## src/design/gpio_defines.svh

```systemverilog
// register offsets, field positions and reset values of the shared gpio ports
`ifndef GPIO_DEFINES_SVH
`define GPIO_DEFINES_SVH
// ==========================================================
// register map
`define OFF_PORT_B_LATCH 8'h01
`define OFF_PORT_C_LATCH 8'h02
`define OFF_PORT_D_LATCH 8'h03
`define OFF_DIR_B        8'h05
`define OFF_DIR_C        8'h06
`define OFF_DIR_D        8'h07
`define OFF_PORT_E_LATCH 8'h08
`define OFF_DIR_E        8'h0c
`define OFF_CTRL         8'h10
// ==========================================================
// fields
`define BUS_CLK_OUT_BIT  7
`define PORT_C_MASK      8'h1f
`define PORT_D_MASK      8'h7f
`define DIR_C_MASK       8'h9f
`define PIN_C2           2
`define PIN_D6           6
`define PIN_E_SCK        7
`define PIN_E_MOSI       6
`define CHAN_SEL_D_BASE  5'h08
`define CHAN_SEL_NONE    5'h1f
`define PRESCALE_EXT     3'h7
`define CTRL_RESET       8'h1f
`endif

```

## src/design/gpio_pkg.sv

```systemverilog
// types shared by the shared gpio port files
package gpio_pkg;
    typedef logic [7:0] byte_t;
    typedef enum logic [1:0] {
        SRC_LATCH,
        SRC_PIN,
        SRC_ZERO
    } read_src_t;
endpackage : gpio_pkg

```

## src/design/shared_gpio_ports.sv

```systemverilog
// shared gpio ports b to e with register port, pin muxing and alternate functions
// Operation
// RL1 - analog b/d bits undriven, read 0 or latch
// RL2 - analog port d pins ignore dir_d for drive
// RL3 - five port c latches, untouched by reset
// RL4 - dir_c enables port c drivers, reset clears
// RL5 - port c read: latch if output, else pin
// RL6 - latch writes accepted whatever the direction
// RL7 - bus_clk_out_en drives bus clock on pin_c2
// RL8 - clock mode: bit 2 reads latch
// RL9 - seven port d latches and direction bits
// RL10 - port d read: latch, pin, or analog zero
// RL11 - pin_d6 feeds timer_ext_clk when selected
// RL12 - software avoids channel 14 with timer clock
// RL13 - eight port e latches with directions
// RL14 - spi_on gives pin e7 to spi clock
// RL15 - spi_on gives pin e6 to mosi
// RL16 - software writes latch before setting direction
// RL17 - converter_chan_sel picks the analog pin
// RL18 - port e read: latch if output, else pin
// RL19 - unimplemented c/d bits ignore writes, read 0
// RL20 - pin levels synchronised before being read
//
// Design decision made here: the address-and-strobe port.
`timescale 1ns/100ps
`include "gpio_defines.svh"
module shared_gpio_ports
    import gpio_pkg::*;
(
    input  wire logic       sys_clk_i,
    input  wire logic       rst_n_i,
    input  wire logic [7:0] addr_i,
    input  wire logic [7:0] wdata_i,
    input  wire logic       wr_i,
    input  wire logic       rd_i,
    output logic      [7:0] rdata_o,
    input  wire logic [7:0] pin_b_i,
    output logic      [7:0] pin_b_o,
    output logic      [7:0] pin_b_oe_n_o,
    input  wire logic [4:0] pin_c_i,
    output logic      [4:0] pin_c_o,
    output logic      [4:0] pin_c_oe_n_o,
    input  wire logic [6:0] pin_d_i,
    output logic      [6:0] pin_d_o,
    output logic      [6:0] pin_d_oe_n_o,
    input  wire logic [7:0] pin_e_i,
    output logic      [7:0] pin_e_o,
    output logic      [7:0] pin_e_oe_n_o,
    input  wire logic       bus_clk_en_i,
    input  wire logic [2:0] timer_prescale_sel_i,
    input  wire logic       spi_on_i,
    input  wire logic       spi_master_i,
    input  wire logic       spi_sck_out_i,
    input  wire logic       spi_mosi_out_i,
    output logic            spi_clock_pin_o,
    output logic            spi_mosi_in_o,
    output logic            timer_ext_clk_o,
    output logic            timer_ext_sel_o
);
    // ==========================================================
    // registers
    byte_t      lat_b_q, lat_b_d, lat_c_q, lat_c_d, lat_d_q, lat_d_d, lat_e_q, lat_e_d;
    byte_t      dir_b_q, dir_b_d, dir_c_q, dir_c_d, dir_d_q, dir_d_d, dir_e_q, dir_e_d;
    logic [4:0] converter_chan_sel_q, converter_chan_sel_d;
    byte_t      rdata_q, rdata_d;
    logic       bus_clk_q, bus_clk_d;

    // latches carry no reset: their value is software's to set before driving
    always_comb begin
        lat_b_d = lat_b_q;
        lat_c_d = lat_c_q;
        lat_d_d = lat_d_q;
        lat_e_d = lat_e_q;
        if (wr_i) begin
            unique case (addr_i)
                `OFF_PORT_B_LATCH: lat_b_d = wdata_i;                 // [RL6]
                `OFF_PORT_C_LATCH: lat_c_d = wdata_i & `PORT_C_MASK;  // [RL3] [RL19]
                `OFF_PORT_D_LATCH: lat_d_d = wdata_i & `PORT_D_MASK;  // [RL9] [RL19]
                `OFF_PORT_E_LATCH: lat_e_d = wdata_i;                 // [RL13]
                default: ;
            endcase
        end
    end

    always_ff @(posedge sys_clk_i) begin
        lat_b_q <= lat_b_d;
        lat_c_q <= lat_c_d;   // [RL3]
        lat_d_q <= lat_d_d;
        lat_e_q <= lat_e_d;
    end

    always_comb begin
        dir_b_d = dir_b_q;
        dir_c_d = dir_c_q;
        dir_d_d = dir_d_q;
        dir_e_d = dir_e_q;
        converter_chan_sel_d = converter_chan_sel_q;
        if (wr_i) begin
            unique case (addr_i)
                `OFF_DIR_B: dir_b_d = wdata_i;
                `OFF_DIR_C: dir_c_d = wdata_i & `DIR_C_MASK;   // [RL4] [RL7] [RL19]
                `OFF_DIR_D: dir_d_d = wdata_i & `PORT_D_MASK;  // [RL9] [RL19]
                `OFF_DIR_E: dir_e_d = wdata_i;                 // [RL13]
                `OFF_CTRL:  converter_chan_sel_d = wdata_i[4:0]; // [RL17]
                default: ;
            endcase
        end
    end

    always_ff @(posedge sys_clk_i or negedge rst_n_i) begin
        if (!rst_n_i) begin
            dir_b_q <= 8'h00;
            dir_c_q <= 8'h00;   // [RL4] [RL7]
            dir_d_q <= 8'h00;   // [RL9]
            dir_e_q <= 8'h00;
            converter_chan_sel_q <= `CHAN_SEL_NONE;
        end else begin
            dir_b_q <= dir_b_d;
            dir_c_q <= dir_c_d;
            dir_d_q <= dir_d_d;
            dir_e_q <= dir_e_d;
            converter_chan_sel_q <= converter_chan_sel_d;
        end
    end

    // ==========================================================
    // pin sampling
    logic [7:0] sb, se;
    logic [4:0] sc;
    logic [6:0] sd;
    pin_sync #(.W(8)) u_sync_b (.sys_clk_i(sys_clk_i), .rst_n_i(rst_n_i), .async_i(pin_b_i), .sync_o(sb)); // [RL20]
    pin_sync #(.W(5)) u_sync_c (.sys_clk_i(sys_clk_i), .rst_n_i(rst_n_i), .async_i(pin_c_i), .sync_o(sc)); // [RL20]
    pin_sync #(.W(7)) u_sync_d (.sys_clk_i(sys_clk_i), .rst_n_i(rst_n_i), .async_i(pin_d_i), .sync_o(sd)); // [RL20]
    pin_sync #(.W(8)) u_sync_e (.sys_clk_i(sys_clk_i), .rst_n_i(rst_n_i), .async_i(pin_e_i), .sync_o(se)); // [RL20]

    // ==========================================================
    // converter ownership: one channel at a time, b is 0..7, d is 8..14
    logic [7:0] ana_b;
    logic [6:0] ana_d;
    always_comb begin
        for (int i = 0; i < 8; i++) begin
            ana_b[i] = (converter_chan_sel_q == 5'(i));                     // [RL17]
        end
        for (int i = 0; i < 7; i++) begin
            ana_d[i] = (converter_chan_sel_q == 5'(i + 8));                 // [RL17]
        end
    end

    // ==========================================================
    // per-port selection
    logic [7:0] rd_b, drv_b, rd_e, drv_e;
    logic [4:0] rd_c, drv_c;
    logic [6:0] rd_d, drv_d;
    port_bit_mux #(.W(8)) u_mux_b (.latch_i(lat_b_q), .dir_i(dir_b_q), .pin_i(sb),
        .analog_i(ana_b), .rd_o(rd_b), .drive_o(drv_b));                   // [RL1]
    port_bit_mux #(.W(5)) u_mux_c (.latch_i(lat_c_q[4:0]), .dir_i(dir_c_q[4:0]), .pin_i(sc),
        .analog_i(5'h00), .rd_o(rd_c), .drive_o(drv_c));                   // [RL4] [RL5]
    port_bit_mux #(.W(7)) u_mux_d (.latch_i(lat_d_q[6:0]), .dir_i(dir_d_q[6:0]), .pin_i(sd),
        .analog_i(ana_d), .rd_o(rd_d), .drive_o(drv_d));                   // [RL1] [RL2] [RL10]
    port_bit_mux #(.W(8)) u_mux_e (.latch_i(lat_e_q), .dir_i(dir_e_q), .pin_i(se),
        .analog_i(8'h00), .rd_o(rd_e), .drive_o(drv_e));                   // [RL13] [RL18]

    logic clk_mode;
    assign clk_mode = dir_c_q[`BUS_CLK_OUT_BIT];

    // ==========================================================
    // read data, valid the cycle after the strobe
    always_comb begin
        rdata_d = 8'h00;
        if (rd_i) begin
            unique case (addr_i)
                `OFF_PORT_B_LATCH: rdata_d = rd_b;                          // [RL1]
                `OFF_PORT_C_LATCH: begin
                    rdata_d = {3'h0, rd_c};                                 // [RL5] [RL19]
                    if (clk_mode) rdata_d[`PIN_C2] = lat_c_q[`PIN_C2];     // [RL8]
                end
                `OFF_PORT_D_LATCH: rdata_d = {1'b0, rd_d};                  // [RL10] [RL19]
                `OFF_PORT_E_LATCH: rdata_d = rd_e;                          // [RL18]
                `OFF_DIR_B:        rdata_d = dir_b_q;
                `OFF_DIR_C:        rdata_d = dir_c_q;
                `OFF_DIR_D:        rdata_d = dir_d_q;
                `OFF_DIR_E:        rdata_d = dir_e_q;
                `OFF_CTRL:         rdata_d = {3'h0, converter_chan_sel_q};
                default:           rdata_d = 8'h00;
            endcase
        end
    end

    // ==========================================================
    // pin drive, registered; oe is low while driving
    byte_t      pb_o_q, pb_oe_q, pe_o_q, pe_oe_q;
    logic [4:0] pc_o_q, pc_oe_q;
    logic [6:0] pd_o_q, pd_oe_q;
    logic       sck_q, mosi_q, timer_ext_clk_q, tsel_q;
    byte_t      pe_o_d, pe_oe_d;
    logic [4:0] pc_o_d, pc_oe_d;

    // bus clock is the 125 MHz clock halved: a full-rate copy cannot leave a flop
    assign bus_clk_d = bus_clk_en_i ? ~bus_clk_q : 1'b0;

    always_comb begin
        pc_o_d  = lat_c_q[4:0];
        pc_oe_d = ~drv_c;                                                   // [RL4]
        if (clk_mode) begin
            pc_o_d[`PIN_C2]  = bus_clk_d;                                   // [RL7]
            pc_oe_d[`PIN_C2] = 1'b0;                                        // [RL8]
        end
        pe_o_d  = lat_e_q;
        pe_oe_d = ~drv_e;                                                   // [RL13]
        if (spi_on_i) begin
            pe_o_d[`PIN_E_SCK]   = spi_sck_out_i;                           // [RL14]
            pe_oe_d[`PIN_E_SCK]  = ~spi_master_i;                           // [RL14]
            pe_o_d[`PIN_E_MOSI]  = spi_mosi_out_i;                          // [RL15]
            pe_oe_d[`PIN_E_MOSI] = ~spi_master_i;                           // [RL15]
        end
    end

    always_ff @(posedge sys_clk_i or negedge rst_n_i) begin
        if (!rst_n_i) begin
            rdata_q   <= 8'h00;
            bus_clk_q <= 1'b0;
            pb_o_q    <= 8'h00;
            pb_oe_q   <= 8'hff;
            pc_o_q    <= 5'h00;
            pc_oe_q   <= 5'h1f;
            pd_o_q    <= 7'h00;
            pd_oe_q   <= 7'h7f;
            pe_o_q    <= 8'h00;
            pe_oe_q   <= 8'hff;
            sck_q     <= 1'b0;
            mosi_q    <= 1'b0;
            timer_ext_clk_q    <= 1'b0;
            tsel_q    <= 1'b0;
        end else begin
            rdata_q   <= rdata_d;
            bus_clk_q <= bus_clk_d;
            pb_o_q    <= lat_b_q;
            pb_oe_q   <= ~drv_b;                                            // [RL1]
            pc_o_q    <= pc_o_d;
            pc_oe_q   <= pc_oe_d;
            pd_o_q    <= lat_d_q[6:0];
            pd_oe_q   <= ~drv_d;                                            // [RL2]
            pe_o_q    <= pe_o_d;
            pe_oe_q   <= pe_oe_d;
            sck_q     <= se[`PIN_E_SCK] & spi_on_i;                          // [RL14]
            mosi_q    <= se[`PIN_E_MOSI] & spi_on_i;                         // [RL15]
            timer_ext_clk_q    <= sd[`PIN_D6] & (timer_prescale_sel_i == `PRESCALE_EXT); // [RL11]
            tsel_q    <= (timer_prescale_sel_i == `PRESCALE_EXT);            // [RL11]
        end
    end

    assign rdata_o         = rdata_q;
    assign pin_b_o         = pb_o_q;
    assign pin_b_oe_n_o    = pb_oe_q;
    assign pin_c_o         = pc_o_q;
    assign pin_c_oe_n_o    = pc_oe_q;
    assign pin_d_o         = pd_o_q;
    assign pin_d_oe_n_o    = pd_oe_q;
    assign pin_e_o         = pe_o_q;
    assign pin_e_oe_n_o    = pe_oe_q;
    assign spi_clock_pin_o = sck_q;
    assign spi_mosi_in_o   = mosi_q;
    assign timer_ext_clk_o = timer_ext_clk_q;
    assign timer_ext_sel_o = tsel_q;
endmodule : shared_gpio_ports

```

## src/design/pin_sync.sv

```systemverilog
// two flip-flop synchroniser for a group of pin levels
`timescale 1ns/100ps
module pin_sync #(
    parameter int W = 8
) (
    input  wire logic         sys_clk_i,
    input  wire logic         rst_n_i,
    input  wire logic [W-1:0] async_i,
    output logic      [W-1:0] sync_o
);
    logic [W-1:0] meta_q;
    logic [W-1:0] meta_d;
    logic [W-1:0] sync_q;
    logic [W-1:0] sync_d;

    always_comb begin
        meta_d = async_i;
        sync_d = meta_q;
    end

    always_ff @(posedge sys_clk_i or negedge rst_n_i) begin
        if (!rst_n_i) begin
            meta_q <= '0;
            sync_q <= '0;
        end else begin
            meta_q <= meta_d;
            sync_q <= sync_d;
        end
    end

    assign sync_o = sync_q;
endmodule : pin_sync

```

## src/design/port_bit_mux.sv

```systemverilog
// read and drive selection for one port of up to eight pins
`timescale 1ns/100ps
module port_bit_mux #(
    parameter int W = 8
) (
    input  wire logic [W-1:0] latch_i,
    input  wire logic [W-1:0] dir_i,
    input  wire logic [W-1:0] pin_i,
    input  wire logic [W-1:0] analog_i,
    output logic      [W-1:0] rd_o,
    output logic      [W-1:0] drive_o
);
    always_comb begin
        for (int i = 0; i < W; i++) begin
            // analog bits read zero as inputs, the latch as outputs
            if (dir_i[i]) begin
                rd_o[i] = latch_i[i];
            end else if (analog_i[i]) begin
                rd_o[i] = 1'b0;
            end else begin
                rd_o[i] = pin_i[i];
            end
            // an analog pin is never driven whatever its direction bit
            drive_o[i] = dir_i[i] & ~analog_i[i];
        end
    end
endmodule : port_bit_mux

```

## config.mk

```make
export PLATFORM = sky130hd
export DESIGN_NAME = shared_gpio_ports
export DESIGN_NICKNAME = d
export VERILOG_FILES = /design/src/design/gpio_pkg.sv /design/src/design/shared_gpio_ports.sv /design/src/design/pin_sync.sv /design/src/design/port_bit_mux.sv
export VERILOG_INCLUDE_DIRS = /design/src /design/src/design
export SDC_FILE = /design/constraint.sdc
export NUM_CORES = 1
export LEC_CHECK = 0
export ABC_AREA = 1
export BUFFER_PORTS_ARGS = -buffer_cell sky130_fd_sc_hd__buf_2
export CORE_UTILIZATION = 55
export CTS_CLUSTER_SIZE = 16
export DETAILED_ROUTE_END_ITERATION = 10
export MAX_ROUTING_LAYER = met4
export PLACE_DENSITY = 0.91
export SETUP_SLACK_MARGIN = 0.4
export SLEW_MARGIN = 20
export SYNTH_ARGS = -nofsm -noshare
export SYNTH_HDL_FRONTEND = slang
export SYNTH_SLANG_ARGS = --single-unit
```

## constraint.sdc

```tcl
create_clock -name sys_clk_i -period 2 [get_ports sys_clk_i]
set_clock_uncertainty 0.1 [all_clocks]
set_input_delay 0.1 -clock sys_clk_i [delete_from_list [all_inputs] [get_ports sys_clk_i]]
set_output_delay 0.1 -clock sys_clk_i [all_outputs]
set_load 0.05 [all_outputs]
```

### Word-level counts from Yosys, hierarchy flattened

Index checks and enable logic that the tools add are counted.

| word-level totals | value |
|---|---|
| register bits after elaboration | 187 |
| input port bits | 56 |
| output and inout bits | 68 |

| cells by class | value |
|---|---|
| reduce and logical (&&, ||, !) cells | 10 |
| bitwise gates (word level) | 39 |
| mux-type cells | 51 |
| eq/ne operators | 24 |

Operators by type and width:

| cell | number |
|---|---|
| $pmux 8 s9 | 1 |
| $mux 1 | 47 |
| $eq 5x4->1 const B | 7 |
| $eq 8x3->1 const B | 3 |
| $eq 5x3->1 const B | 4 |
| $and 1x1->1 | 18 |
| $reduce_and 2->1 | 9 |
| $not 1->1 | 17 |
| $eq 8x2->1 const B | 2 |
| $eq 8x4->1 const B | 2 |
| $not 8->8 | 2 |
| $eq 5x2->1 const B | 2 |
| $eq 8x1->1 const B | 1 |
| $eq 8x5->1 const B | 1 |
| $mux 8 | 1 |
| $not 7->7 | 1 |
| $eq 5x1->1 const B | 1 |
| $logic_not 5->1 | 1 |
| $not 5->5 | 1 |
| $mux 2 | 2 |
| $eq 3x3->1 const B | 1 |

### Logic depth before layout (Yosys ltp)

Gate-level depths: netlist (run 1).

| depth | value |
|---|---|
| depth after elaboration | 5 |
| depth in mapped cells | 11 |
| depth with buffers taken out | 11 |

### Modules after synthesis

A second synthesis (run 1) with hierarchy kept.

| second synthesis, totals | value |
|---|---|
| cells, all modules | 712 |
| area, all modules | 7129.3 sq um |

Modules (own cells, without submodules):

| module | times used | cells each | area an instance (sq um) |
|---|---|---|---|
| shared_gpio_ports | 1 | 488 | 5092.4 |
| pin_sync (u_sync_b ...) | 2 | 16 | 400.4 |
| port_bit_mux (u_mux_b ...) | 2 | 48 | 181.4 |
| pin_sync (u_sync_d) | 1 | 14 | 350.3 |
| pin_sync (u_sync_c) | 1 | 10 | 250.2 |
| port_bit_mux (u_mux_d) | 1 | 42 | 158.9 |
| port_bit_mux (u_mux_c) | 1 | 30 | 113.9 |

### Worst setup path after synthesis (run 1)

No wires, ideal clock.

| path | value |
|---|---|
| kind | input port to flip-flop |
| start | input addr_i[7] |
| end | register lat_b_q[0], enable pin |
| data arrival time | 1031 ps |
| library setup time | 370 ps |
| setup slack | 499 ps |
| stages on the path | 5 |
| path through | nor2_1 -> nand2_2 -> nor2_1 -> nand2_1 -> nor2_1 |

| between the ends | value |
|---|---|
| cells in the longest elaborated chain, start to end | 2 |

RTL lines:

| element | line | RTL |
|---|---|---|
| start: declaration | shared_gpio_ports.sv:32 | `input wire logic [7:0] addr_i,` |
| $eq 8x1->1 | shared_gpio_ports.sv:75 | `unique case (addr_i)` |
| $reduce_and 2->1 (no line) | - |  |
| end signal: assignment | shared_gpio_ports.sv:86 | `lat_b_q <= lat_b_d;` |
| end: declaration | shared_gpio_ports.sv:62 | `byte_t lat_b_q, lat_b_d, lat_c_q, lat_c_d, lat_d_q, lat_d_d, lat_e_q, lat_e_d;` |

Every way passes these cells.
A chain may end at the register's enable or synchronous reset.

### Worst setup path in the final report (run 1)

| path | value |
|---|---|
| start | register converter_chan_sel_q[1] |
| end | register rdata_q[2], in the netlist rdata_o[2] |

| between the ends | value |
|---|---|
| cells in the longest elaborated chain, start to end | 5 |

RTL lines:

| element | line | RTL |
|---|---|---|
| start: declaration | shared_gpio_ports.sv:64 | `logic [4:0] converter_chan_sel_q, converter_chan_sel_d;` |
| start signal: assignment | shared_gpio_ports.sv:116 | `` converter_chan_sel_q <= `CHAN_SEL_NONE; `` |
| start signal: assignment | shared_gpio_ports.sv:122 | `converter_chan_sel_q <= converter_chan_sel_d;` |
| $eq 5x4->1 or $eq 5x2->1 (tied branches) | shared_gpio_ports.sv:145, shared_gpio_ports.sv:142 |  |
| $mux 1 | port_bit_mux.sv:18 | `end else if (analog_i[i]) begin` |
| $mux 1 | port_bit_mux.sv:16 | `if (dir_i[i]) begin` |
| $pmux 8 s9 * | shared_gpio_ports.sv:171 | `unique case (addr_i)` |
| $mux 8 * | shared_gpio_ports.sv:170 | `if (rd_i) begin` |
| named net rdata_d[2] | shared_gpio_ports.sv:65 | `byte_t rdata_q, rdata_d;` |
| end signal: assignment | shared_gpio_ports.sv:235 | `rdata_q <= rdata_d;` |
| end: declaration | shared_gpio_ports.sv:65 |  |

Mark *: on every way through the listed nets, which the timed path passes. The rest lies on a longest branch.

==> key figures, run 1 <==
Synthesis
  • Syn_nets: roughly 700
  • Cell accounting for the most synthesized area: dfrtp_1
  • Post-synth ARST share: 0.8503
  • Synth area leaders: dfrtp_1, dfstp_2, edfxtp_1
  • Area share of the largest cell type after synthesis: 0.4620
  • Synth cell count leaders: nand2_1, dfrtp_1, nor2_1
  • Most common flop cell mapped by yosys: dfrtp_1
  • Count leader, synth: nand2_1
  • EDFF count, synth: 28
  • Ys Warns: 0
  • Syn Std Cell Area: approximately 7000 um^2
  • Yosys reg bits: ~190
  • Part of the Yosys area used for sequential elements: 0.7123
  • Post-synthesis cell count: approximately 640
  • Syn_area_per_cell: between 10 and 15 um^2
  • Distinct cells, synth: 27

Route
  • Routed wire length: roughly 17 mm
  • Post-route ant nets: 0
  • Routed len/inst: roughly 17 um
  • TritonRoute pass-1 iters: 5
  • DRC: 0
  • Vias per inst: between 5 and 6
  • Via count: between 5000 and 6000
  • Drt first-iter violations: about 540

STA
  • Hold violation count in the final report: 0
  • FMAX: ~600 MHz
  • Minimum clock period after layout: approximately 1.7 ns
  • RSZ-0062 raised after global routing: yes
  • Final setup violation count: 0
  • Slew HR: 0.6812
  • Part of the cycle the worst path needs: 0.8284
  • Worst Tran Pin Value: between 0.4 and 0.5 ns
  • Setup TNS: 0 ns
  • Final WS setup: ~0.34 ns
  • Slew Viols, Final: 0

Critical path
  • CP Max Fanout: 6
  • Kind of critical path: reg -> reg
  • Req. time, crit path: 2.22 ns
  • Worst Setup End Kind: flip-flop
  • Startpoint types: flip-flop
  • Worst Path Arrival: 1.87 ns
  • WP buf/inv: 1
  • Crit path cell chain: inv_2 > nor2_4 > nand3_2 > nand2_1 > nand2_1 > nand2_1 > nand2_1 > nor2_1 > nor2_1
  • Crit-path slowest cell: dfstp_2
  • Crit-path leading delay family: simple AND/OR/NAND/NOR gates
  • Max incr delay on CP: 0.62 ns
  • CP most frequent cell: nand2_1

Floorplan
  • I/O pins: roughly 120
  • Starting Density: 0.5658
  • DIE AREA: between 10000 and 15000 um^2
  • Chip Width: about 110 um
  • Die height: between 100 and 150 um
  • Core area: ~12000 um^2
  • # rows: 40

Clock network
  • Clock root cell: clkbuf_16
  • Reg clk slew, reported paths: roughly 0.070 ns
  • Cts bufs inserted: 17
  • H-tree levels: 4
  • Worst-Skew Late Latency: ~0.43 ns
  • CTS Buffer Depth: 2
  • Sink Count: between 150 and 200
  • CTS tree: done

Power
  • Power Density: roughly 890 nW/um^2
  • IR Drop Worst-Case VDD: ~600 uV
  • Pleak: 4.280 nW

Hold path
  • Hold crit path type: in -> async

Global route
  • Global-route wire length before repair: around 26 mm
  • Tot GR Track Use: 0.2800
  • Antenna violations before repair: 0
  • GRT Residual Overflow: 0
  • Pin count of the biggest net entering global routing: a little over 50
  • Vias in the first global route: between 5000 and 6000

Layout
  • Antenna diodes: 0
  • # nets final: roughly 900
  • Number of fill cells: around 800
  • Area growth syn-to-layout: 29.56%
  • Layout cells sized above 1: 0.2722

Outcome
  • Status: completed

Placement
  • IO Port Bufs: approximately 120
  • Hpwl dp: 10.97 mm
  • Worst slack, placed: ~0.38 ns
  • Placer Congestion: 0.9388

Job
  • Max cap viols: 0
## repair_timing
action,CTS,global route
setup endpoints to repair,5,8
pin swaps,0,4
endpoints found under the hold margin,235,0
buffers inserted,2,5
resized for setup,3,11
hold buffers,48,0
## through the flow
step / cell area (um^2) / hold WS [ns] / utilization / total power (W) / std cells
finish: 8841 / 0.08560 / 0.7330 / 0.007830 / 1024
global route: 8841 / 0.1311 / 0.7330 / 0.008078 / 1024
CTS: 8747 / 0.08592 / 0.7252 / 0.007810 / 1019
detailed placement: 7711 / -0.02748 / 0.6393 / 0.004734 / 937
global placement: 7711 / -0.03205 / 0.6393 / 0.004718 / 937
floorplan: 6824 / -0.2956 / - / 0.004475 / 643
## registers in the layout, summed over array words and instances, names as in the netlist, 8 cells and up
| signal | count |
|---|---|
| pin_e_o | 8 |
| u_sync_b.meta_q | 8 |
| lat_e_q | 8 |
| u_sync_e.meta_q | 8 |
| pin_b_o | 8 |
| u_sync_e.sync_o | 8 |
| pin_b_oe_n_o | 8 |
| dir_e_q | 8 |
| u_sync_b.sync_o | 8 |
| dir_b_q | 8 |
| lat_b_q | 8 |
| rdata_o | 8 |
| pin_e_oe_n_o | 8 |
## cell families (layout without fill, tap and decap cells)
kind of cell,Yosys count,in the layout,share of synthesized area
AND/OR/NAND/NOR,326,326,0.1978
flip-flops,187,187,0.7123
buffers and inverters,73,286,0.04400
AO/OA/AOI/OAI,55,55,0.04254
multiplexers,2,2,0.003300
## layer usage
metal / vias up / share of wire / GRT usage
met5: - / 0 / -
met1: 2523 / 0.39 / 0.3416
met3: 62 / 0.087 / 0.05473
li1: 2436 / - / -
met4: 0 / 0.040 / 0.1316
met2: 329 / 0.48 / 0.4552
## worst reg2reg max path, delay by kind of cell, from the launching register on
family                 cells  cell delay [ns]
AND/OR/NAND/NOR            8             0.75
flip-flops                 1             0.62
buffers and inverters      1             0.07
## worst paths after layout
path,cells after the start,end,from,slack (ns)
hold reg to reg,0,u_sync_e.sync_o[3],u_sync_e.meta_q[3],0.24
min in group sys_clk_i,3,converter_chan_sel_q[1],wr_i,0.11
hold / removal,2,pin_e_o[7],rst_n_i,0.09
setup / recovery,9,rdata_o[2],converter_chan_sel_q[1],0.34
setup reg to reg,9,rdata_o[2],converter_chan_sel_q[1],0.34
max in group asynchronous,3,pin_c_oe_n_o[4],rst_n_i,0.98
## where the power goes
group	switching (W)	internal, W	leakage (nW)
registers	0.0000859	0.00403	2.13
clock network	0.00140	0.00165	0.267
logic	0.000446	0.000221	1.88
## layout by cell type, fill, tap and decap left out, types with 2 or more instances in the layout
cell type	instances
nand2_1	187
dfrtp_1	126
buf_2	122
nor2_1	69
inv_1	56
nand3_1	48
dlygate4sd3_1	48
o21ai_1	34
dfstp_2	33
edfxtp_1	28
clkbuf_16	17
buf_4	16
o21ai_0	13
inv_2	7
nand3_2	6
clkinv_2	6
nor2_4	5
nand2_2	4
a21boi_0	4
buf_12	3
nor2_2	2
clkinvlp_4	2
mux2_2	2
a21oi_1	2
o21a_1	2
clkinv_4	2
clkbuf_8	2
clkbuf_1	2
## final cells by class
type | count | area [um^2] | share of cell area
Tap cell | 168 | 210.2 | 0.02378
Sequential cell | 187 | 4861 | 0.5498
Clock buffer | 21 | 460.4 | 0.05208
Multi-Input combinational cell | 383 | 1713 | 0.1937
Clock inverter | 11 | 70.07 | 0.007925
Inverter | 64 | 244.0 | 0.02760
Timing Repair Buffer | 190 | 1282 | 0.1451
Power figures use the tool's default switching activity.
==> inputs of run 2 (changes only) <==
--- a/config.mk
+++ b/config.mk
@@ -8,11 +8,11 @@
 export LEC_CHECK = 0
 export ABC_AREA = 1
 export BUFFER_PORTS_ARGS = -buffer_cell sky130_fd_sc_hd__buf_2
-export CORE_UTILIZATION = 55
+export CORE_UTILIZATION = 50
 export CTS_CLUSTER_SIZE = 16
 export DETAILED_ROUTE_END_ITERATION = 10
 export MAX_ROUTING_LAYER = met4
-export PLACE_DENSITY = 0.91
+export PLACE_DENSITY = 0.88
 export SETUP_SLACK_MARGIN = 0.4
 export SLEW_MARGIN = 20
 export SYNTH_ARGS = -nofsm -noshare
==> constraint.sdc (replaced) <==
create_clock -name sys_clk_i -period 1.35 [get_ports sys_clk_i]
set_clock_uncertainty 0.1 [all_clocks]
set_input_delay 0.0675 -clock sys_clk_i [delete_from_list [all_inputs] [get_ports sys_clk_i]]
set_output_delay 0.0675 -clock sys_clk_i [all_outputs]
set_load 0.05 [all_outputs]
==> key figures, run 2 (synthesized netlist as in run 1, its figures left out) <==
Critical path
  • Worst Setup End Kind: flip-flop (unchanged)
  • Req. time, crit path: 1.57 ns (was 2.22 ns)
  • CP Max Fanout: 4 (was 6)
  • Worst Path Arrival: 1.92 ns (was 1.87 ns)
  • Startpoint types: flip-flop (unchanged)
  • Kind of critical path: reg -> reg (unchanged)

Floorplan
  • Chip Width: 118.8 um (was 113.4 um)
  • # rows: 42 (was 40)
  • DIE AREA: 14120 um^2 (was 12860 um^2)
  • Die height: 118.8 um (was 113.4 um)
  • Core area: 13300 um^2 (was 12060 um^2)
  • I/O pins: 124 (unchanged)
  • Starting Density: 0.5133 (was 0.5658)

Power
  • Sw Share: 0.2547 (was 0.2469)
  • Design Power: 0.01239 W (was 0.007830 W)
  • Seq pwr share: 0.494 (was 0.525)
  • Pleak: 4.933 nW (was 4.280 nW)
  • Switch Pwr: 0.003156 W (was 0.001933 W)
  • Clk network pwr share: 0.399 (was 0.389)
  • IR Drop Worst-Case VDD: 1303 uV (was 601.9 uV)
  • Comb power frac: 0.108 (was 0.085)
  • Power Density: 1195 nW/um^2 (was 885.7 nW/um^2)
  • Cell Int Power: 0.009232 W (was 0.005897 W)

Route
  • WL met2: 10.02 mm (was 8.286 mm)
  • DR top layer: met4 (unchanged)
  • DRC: 0 (unchanged)
  • Met1 WL: 7.228 mm (was 6.794 mm)
  • Routed wire length: 19.22 mm (was 17.28 mm)
  • TritonRoute pass-1 iters: 5 (unchanged)
  • DR WL met3: 1.181 mm (was 1.495 mm)
  • Post-route ant nets: 0 (unchanged)
  • Drt first-iter violations: 424 (was 544)
  • Vias per inst: 5.180 (was 5.225)
  • Via count: 5662 (was 5350)
  • Routed len/inst: 17.59 um (was 16.87 um)

STA
  • Worst Tran Pin Value: 0.3237 ns (was 0.4782 ns)
  • RSZ-0062 raised after global routing: yes (unchanged)
  • Part of the cycle the worst path needs: 1.262 (was 0.8284)
  • Slew Viols, Final: 0 (unchanged)
  • Final WS setup: -0.3542 ns (was 0.3432 ns)
  • Slew HR: 0.7835 (was 0.6812)
  • Final setup violation count: 12 (was 0)
  • Minimum clock period after layout: 1.704 ns (was 1.657 ns)
  • FMAX: 586.8 MHz (was 603.6 MHz)
  • Setup TNS: -2.024 ns (was 0 ns)
  • Final Hold Slack: -0.2059 ns (was 0.08560 ns)
  • Hold violation count in the final report: 17 (was 0)

Clock network
  • Hold Buf Count CTS: 47 (was 48)
  • Reg clk slew, reported paths: 0.07 ns (about the same)
  • CTS Buffer Depth: 2 (unchanged)
  • H-tree levels: 4 (unchanged)
  • Clock root cell: clkbuf_16 (unchanged)
  • Worst-Skew Late Latency: 0.44 ns (was 0.43 ns)
  • Sink Count: 187 (unchanged)
  • Cts bufs inserted: 17 (unchanged)
  • CTS tree: done (unchanged)

Layout
  • Final non-filler cell total: 1093 (was 1024)
  • Most frequent cells in the layout: nand2_1, dfrtp_1, buf_6 (was nand2_1, dfrtp_1, buf_2)
  • Area growth syn-to-layout: 51.92% (was 29.56%)
  • # nets final: 960 (was 899)
  • Layout cells sized above 1: 0.3839 (was 0.2722)
  • Number of fill cells: 729 (was 790)
  • Commonest non-fill, non-tap cell in the layout: nand2_1 (unchanged)
  • Antenna diodes: 0 (unchanged)

Global route
  • Tot GR Track Use: 0.2898 (was 0.2800)
  • Vias in the first global route: 5732 (was 5243)
  • Antenna violations before repair: 0 (unchanged)
  • Pin count of the biggest net entering global routing: 49 (was 51)
  • GRT Residual Overflow: 0 (unchanged)
  • Global-route wire length before repair: 29.30 mm (was 25.72 mm)

Placement
  • Placer Congestion: 0.9002 (was 0.9388)
  • IO Port Bufs: 123 (unchanged)
  • Placed cells: 999 (was 937)
  • Hpwl dp: 11.43 mm (was 10.97 mm)
  • Worst slack, placed: -0.1381 ns (was 0.3840 ns)

Outcome
  • Failing checks: negative hold slack, negative setup slack
  • Status: finished, violations left (was completed)

Hold path
  • Hold crit path type: in -> reg (was in -> async)

Job
  • Max cap viols: 0 (unchanged)
==> run 2: metrics by stage <==
| step | instance area, um^2 | utilization |
|---|---|---|
| final | 10370 | 0.7798 |
| after CTS | 10140 | 0.7628 |
| after detailed placement | 8367 | 0.6293 |
| after global placement | 8367 | 0.6293 |
| after floorplan | 7014 | - |
| after global routing | 10370 | 0.7798 |
==> run 2: worst max-delay path: stages (launching register included) <==
cell and delay, ns:
dfstp_2 0.58, inv_2 0.06, nor2_4 0.11, buf_6 0.12, nand3_2 0.10, nand2_2 0.10
nand2_1 0.08, nand2_1 0.09, nand2_1 0.06, nor2_1 0.11, nor2_1 0.06
==> run 2: timing repair <==
| action | in CTS | in global routing |
|---|---|---|
| gates cloned | 0 | 1 |
| gates resized for setup | 209 | 34 |
| endpoints found under the setup margin | 111 | 132 |
| setup buffers | 4 | 10 |
| hold endpoints to repair | 264 | 17 |
| pin swaps | 12 | 12 |
==> run 2: worst paths after layout <==
check	start	endpoint	slack (ns)	cells after the start
max	converter_chan_sel_q[1]	rdata_o[2]	-0.35	10
max reg2reg	converter_chan_sel_q[1]	rdata_o[2]	-0.35	10
min	rd_i	rdata_o[6]	-0.21	3
min in group asynchronous	rst_n_i	u_sync_d.meta_q[0]	-0.06	2
max in group asynchronous	rst_n_i	pin_b_oe_n_o[5]	0.58	3
min reg2reg	u_sync_e.meta_q[1]	u_sync_e.sync_o[1]	0.25	0
==> run 2: power groups by stage <==
stage	clock network [W]	registers (W)	logic, W
after global placement	0	0.00617	0.000947
after CTS	0.00498	0.00611	0.00124
after floorplan	0	0.00638	0.000282
after detailed placement	0	0.00618	0.000966
after global routing	0.00522	0.00614	0.00143
final	0.00494	0.00612	0.00133
==> run 2: routing by layer <==
| layer | GRT usage | up-vias |
|---|---|---|
| li1 | - | 2568 |
| met1 | 0.3371 | 2742 |
| met2 | 0.4803 | 276 |
| met3 | 0.07040 | 76 |
| met4 | 0.1274 | 0 |
| met5 | - | - |
==> run 2: cell type report <==
| class | count | area [um^2] | share of cell area |
|---|---|---|---|
| Timing Repair Buffer | 250 | 2427 | 0.2341 |
| Clock inverter | 13 | 133.9 | 0.01291 |
| Inverter | 64 | 257.7 | 0.02486 |
| Sequential cell | 187 | 4861 | 0.4689 |
| Tap cell | 176 | 220.2 | 0.02124 |
| Clock buffer | 19 | 452.9 | 0.04369 |
| Multi-Input combinational cell | 384 | 2014 | 0.1943 |
==> inputs of run 3 (changes only) <==
--- a/config.mk
+++ b/config.mk
@@ -12,7 +12,7 @@
 export CTS_CLUSTER_SIZE = 16
 export DETAILED_ROUTE_END_ITERATION = 10
 export MAX_ROUTING_LAYER = met4
-export PLACE_DENSITY = 0.88
+export PLACE_DENSITY = 0.76
 export SETUP_SLACK_MARGIN = 0.4
 export SLEW_MARGIN = 20
 export SYNTH_ARGS = -nofsm -noshare
==> key figures, run 3 (synthesized netlist as in run 1, its figures left out) <==
Placement
  • Placed inst area: 8272 um^2 (was 8367 um^2)
  • Hpwl dp: 11.88 mm (was 11.43 mm)
  • Placed cells: 983 (was 999)
  • Placer Congestion: 0.8798 (was 0.9002)
  • IO Port Bufs: 123 (unchanged)

Floorplan
  • Starting Density: 0.5133 (unchanged)
  • # rows: 42 (unchanged)
  • Core area: 13300 um^2 (unchanged)
  • DIE AREA: 14120 um^2 (unchanged)
  • I/O pins: 124 (unchanged)
  • Chip Width: 118.8 um (unchanged)
  • Die height: 118.8 um (unchanged)

STA
  • Final setup violation count: 8 (was 12)
  • Setup TNS: -1.027 ns (was -2.024 ns)
  • Final WS setup: -0.1868 ns (was -0.3542 ns)
  • FMAX: 650.7 MHz (was 586.8 MHz)
  • Slew HR: 0.7370 (was 0.7835)
  • Hold violation count in the final report: 2 (was 17)
  • Minimum clock period after layout: 1.537 ns (was 1.704 ns)
  • Part of the cycle the worst path needs: 1.138 (was 1.262)
  • Slew Viols, Final: 0 (unchanged)
  • Final Hold Slack: -0.2120 ns (was -0.2059 ns)
  • RSZ-0062 raised after global routing: yes (unchanged)
  • Worst Tran Pin Value: 0.3945 ns (was 0.3237 ns)

Power
  • IR Drop Worst-Case VDD: 950.1 uV (was 1303 uV)
  • Pleak: 4.890 nW (was 4.933 nW)
  • Power Density: 1237 nW/um^2 (was 1195 nW/um^2)
  • Design Power: 0.01264 W (was 0.01239 W)

Clock network
  • Worst-Skew Late Latency: 0.43 ns (was 0.44 ns)
  • Reg clk slew, reported paths: 0.07 ns (about the same)
  • Clock root cell: clkbuf_16 (unchanged)
  • CTS tree: done (unchanged)
  • Hold Buf Count CTS: 47 (unchanged)
  • CTS Buffer Depth: 2 (unchanged)
  • H-tree levels: 4 (unchanged)
  • Cts bufs inserted: 17 (unchanged)
  • Sink Count: 187 (unchanged)

Critical path
  • Req. time, crit path: 1.55 ns (was 1.57 ns)
  • CP Max Fanout: 4 (unchanged)
  • Worst Path Arrival: 1.73 ns (was 1.92 ns)
  • Kind of critical path: reg -> reg (unchanged)
  • Startpoint types: flip-flop (unchanged)
  • Worst Setup End Kind: flip-flop (unchanged)

Route
  • TritonRoute pass-1 iters: 7 (was 5)
  • Via count: 5396 (was 5662)
  • DRC: 0 (unchanged)
  • Vias per inst: 5.015 (was 5.180)
  • Post-route ant nets: 0 (unchanged)
  • Routed len/inst: 16.84 um (was 17.59 um)
  • Drt first-iter violations: 317 (was 424)
  • Routed wire length: 18.12 mm (was 19.22 mm)

Global route
  • Met2 Use GR: 0.4795 (was 0.4803)
  • GR Util met1: 0.3336 (was 0.3371)
  • GRT Residual Overflow: 0 (unchanged)
  • Pin count of the biggest net entering global routing: 56 (was 49)
  • Vias in the first global route: 5523 (was 5732)
  • Busiest grt layer: met2 (unchanged)
  • Global-route wire length before repair: 28.27 mm (was 29.30 mm)
  • Tot GR Track Use: 0.2798 (was 0.2898)
  • Grt met3 use: 0.04981 (was 0.07040)
  • Antenna violations before repair: 0 (unchanged)

Outcome
  • Failing checks: negative hold slack, negative setup slack (unchanged)
  • Status: finished, violations left (unchanged)

Layout
  • Commonest non-fill, non-tap cell in the layout: nand2_1 (unchanged)
  • Number of fill cells: 842 (was 729)
  • # nets final: 942 (was 960)
  • Area growth syn-to-layout: 49.78% (was 51.92%)
  • Most frequent cells in the layout: nand2_1, dfrtp_1, nor2_1 (was nand2_1, dfrtp_1, buf_6)
  • Final non-filler cell total: 1076 (was 1093)
  • Post-Route Utilization: 0.7688 (was 0.7798)
  • Final Cell Area: 10220 um^2 (was 10370 um^2)
  • Layout cells sized above 1: 0.3704 (was 0.3839)

Hold path
  • Hold crit path type: in -> reg (unchanged)

Job
  • Max cap viols: 0 (unchanged)
==> run 3: final timing paths <==
kind / to / slack, ns / from / depth (start not counted)
min in group asynchronous: dir_c_q[2] / 0.02 / rst_n_i / 2
max reg2reg: rdata_o[2] / -0.19 / converter_chan_sel_q[3] / 9
min reg2reg: u_sync_d.sync_o[5] / 0.25 / u_sync_d.meta_q[5] / 0
max in group asynchronous: pin_e_oe_n_o[5] / 0.50 / rst_n_i / 3
min: rdata_o[6] / -0.21 / rd_i / 3
max: rdata_o[2] / -0.19 / converter_chan_sel_q[3] / 9
==> run 3: metrics by stage <==
stage / hold slack [ns] / setup slack (ns)
5_1_grt: -0.2040 / -0.2728
3_5_place_dp: -0.1010 / -0.1464
2_1_floorplan: -0.3281 / 0.0008452
6_report: -0.2120 / -0.1868
3_3_place_gp: -0.1051 / -0.1479
4_1_cts: -0.2260 / -0.1607
==> run 3: critical path, cell delays in order, from the launching register on <==
cell and delay [ns]:
dfstp_2 0.59, inv_4 0.06, nor2_4 0.13, nand3_1 0.11, nand2_1 0.07, nand2_1 0.06
nand2_1 0.07, nand2_1 0.07, nor2_1 0.10, nor2_1 0.05
==> run 3: metal layers <==
layer / vias to the layer above / wire length (um)
li1: 2533 / -
met1: 2637 / 7328
met2: 196 / 9639
met3: 30 / 804
met4: 0 / 346
met5: - / 0
==> run 3: cell type report <==
class	instances	area, um^2	area share
inverter	64	252.7	0.02473
timing repair buffer	232	2281	0.2232
tap	176	220.2	0.02154
multi-input combinational	384	1969	0.1927
antenna	1	2.502	0.0002448
clock buffer	19	452.9	0.04431
sequential	187	4863	0.4758
clock inverter	13	178.9	0.01751
==> run 3: what timing repair did <==
item | 4_1_cts | 5_1_grt
buffers inserted | 5 | 7
cloned | 0 | 1
resized for setup | 186 | 43
setup endpoints to repair | 122 | 151
hold endpoints to repair | 245 | 2
pin swaps | 6 | 18
==> run 3: where the power goes <==
group,internal [W],switching [W]
Combinational,0.000539,0.000721
Clock,0.00307,0.00220
Sequential,0.00597,0.000145
Total,0.00957,0.00306
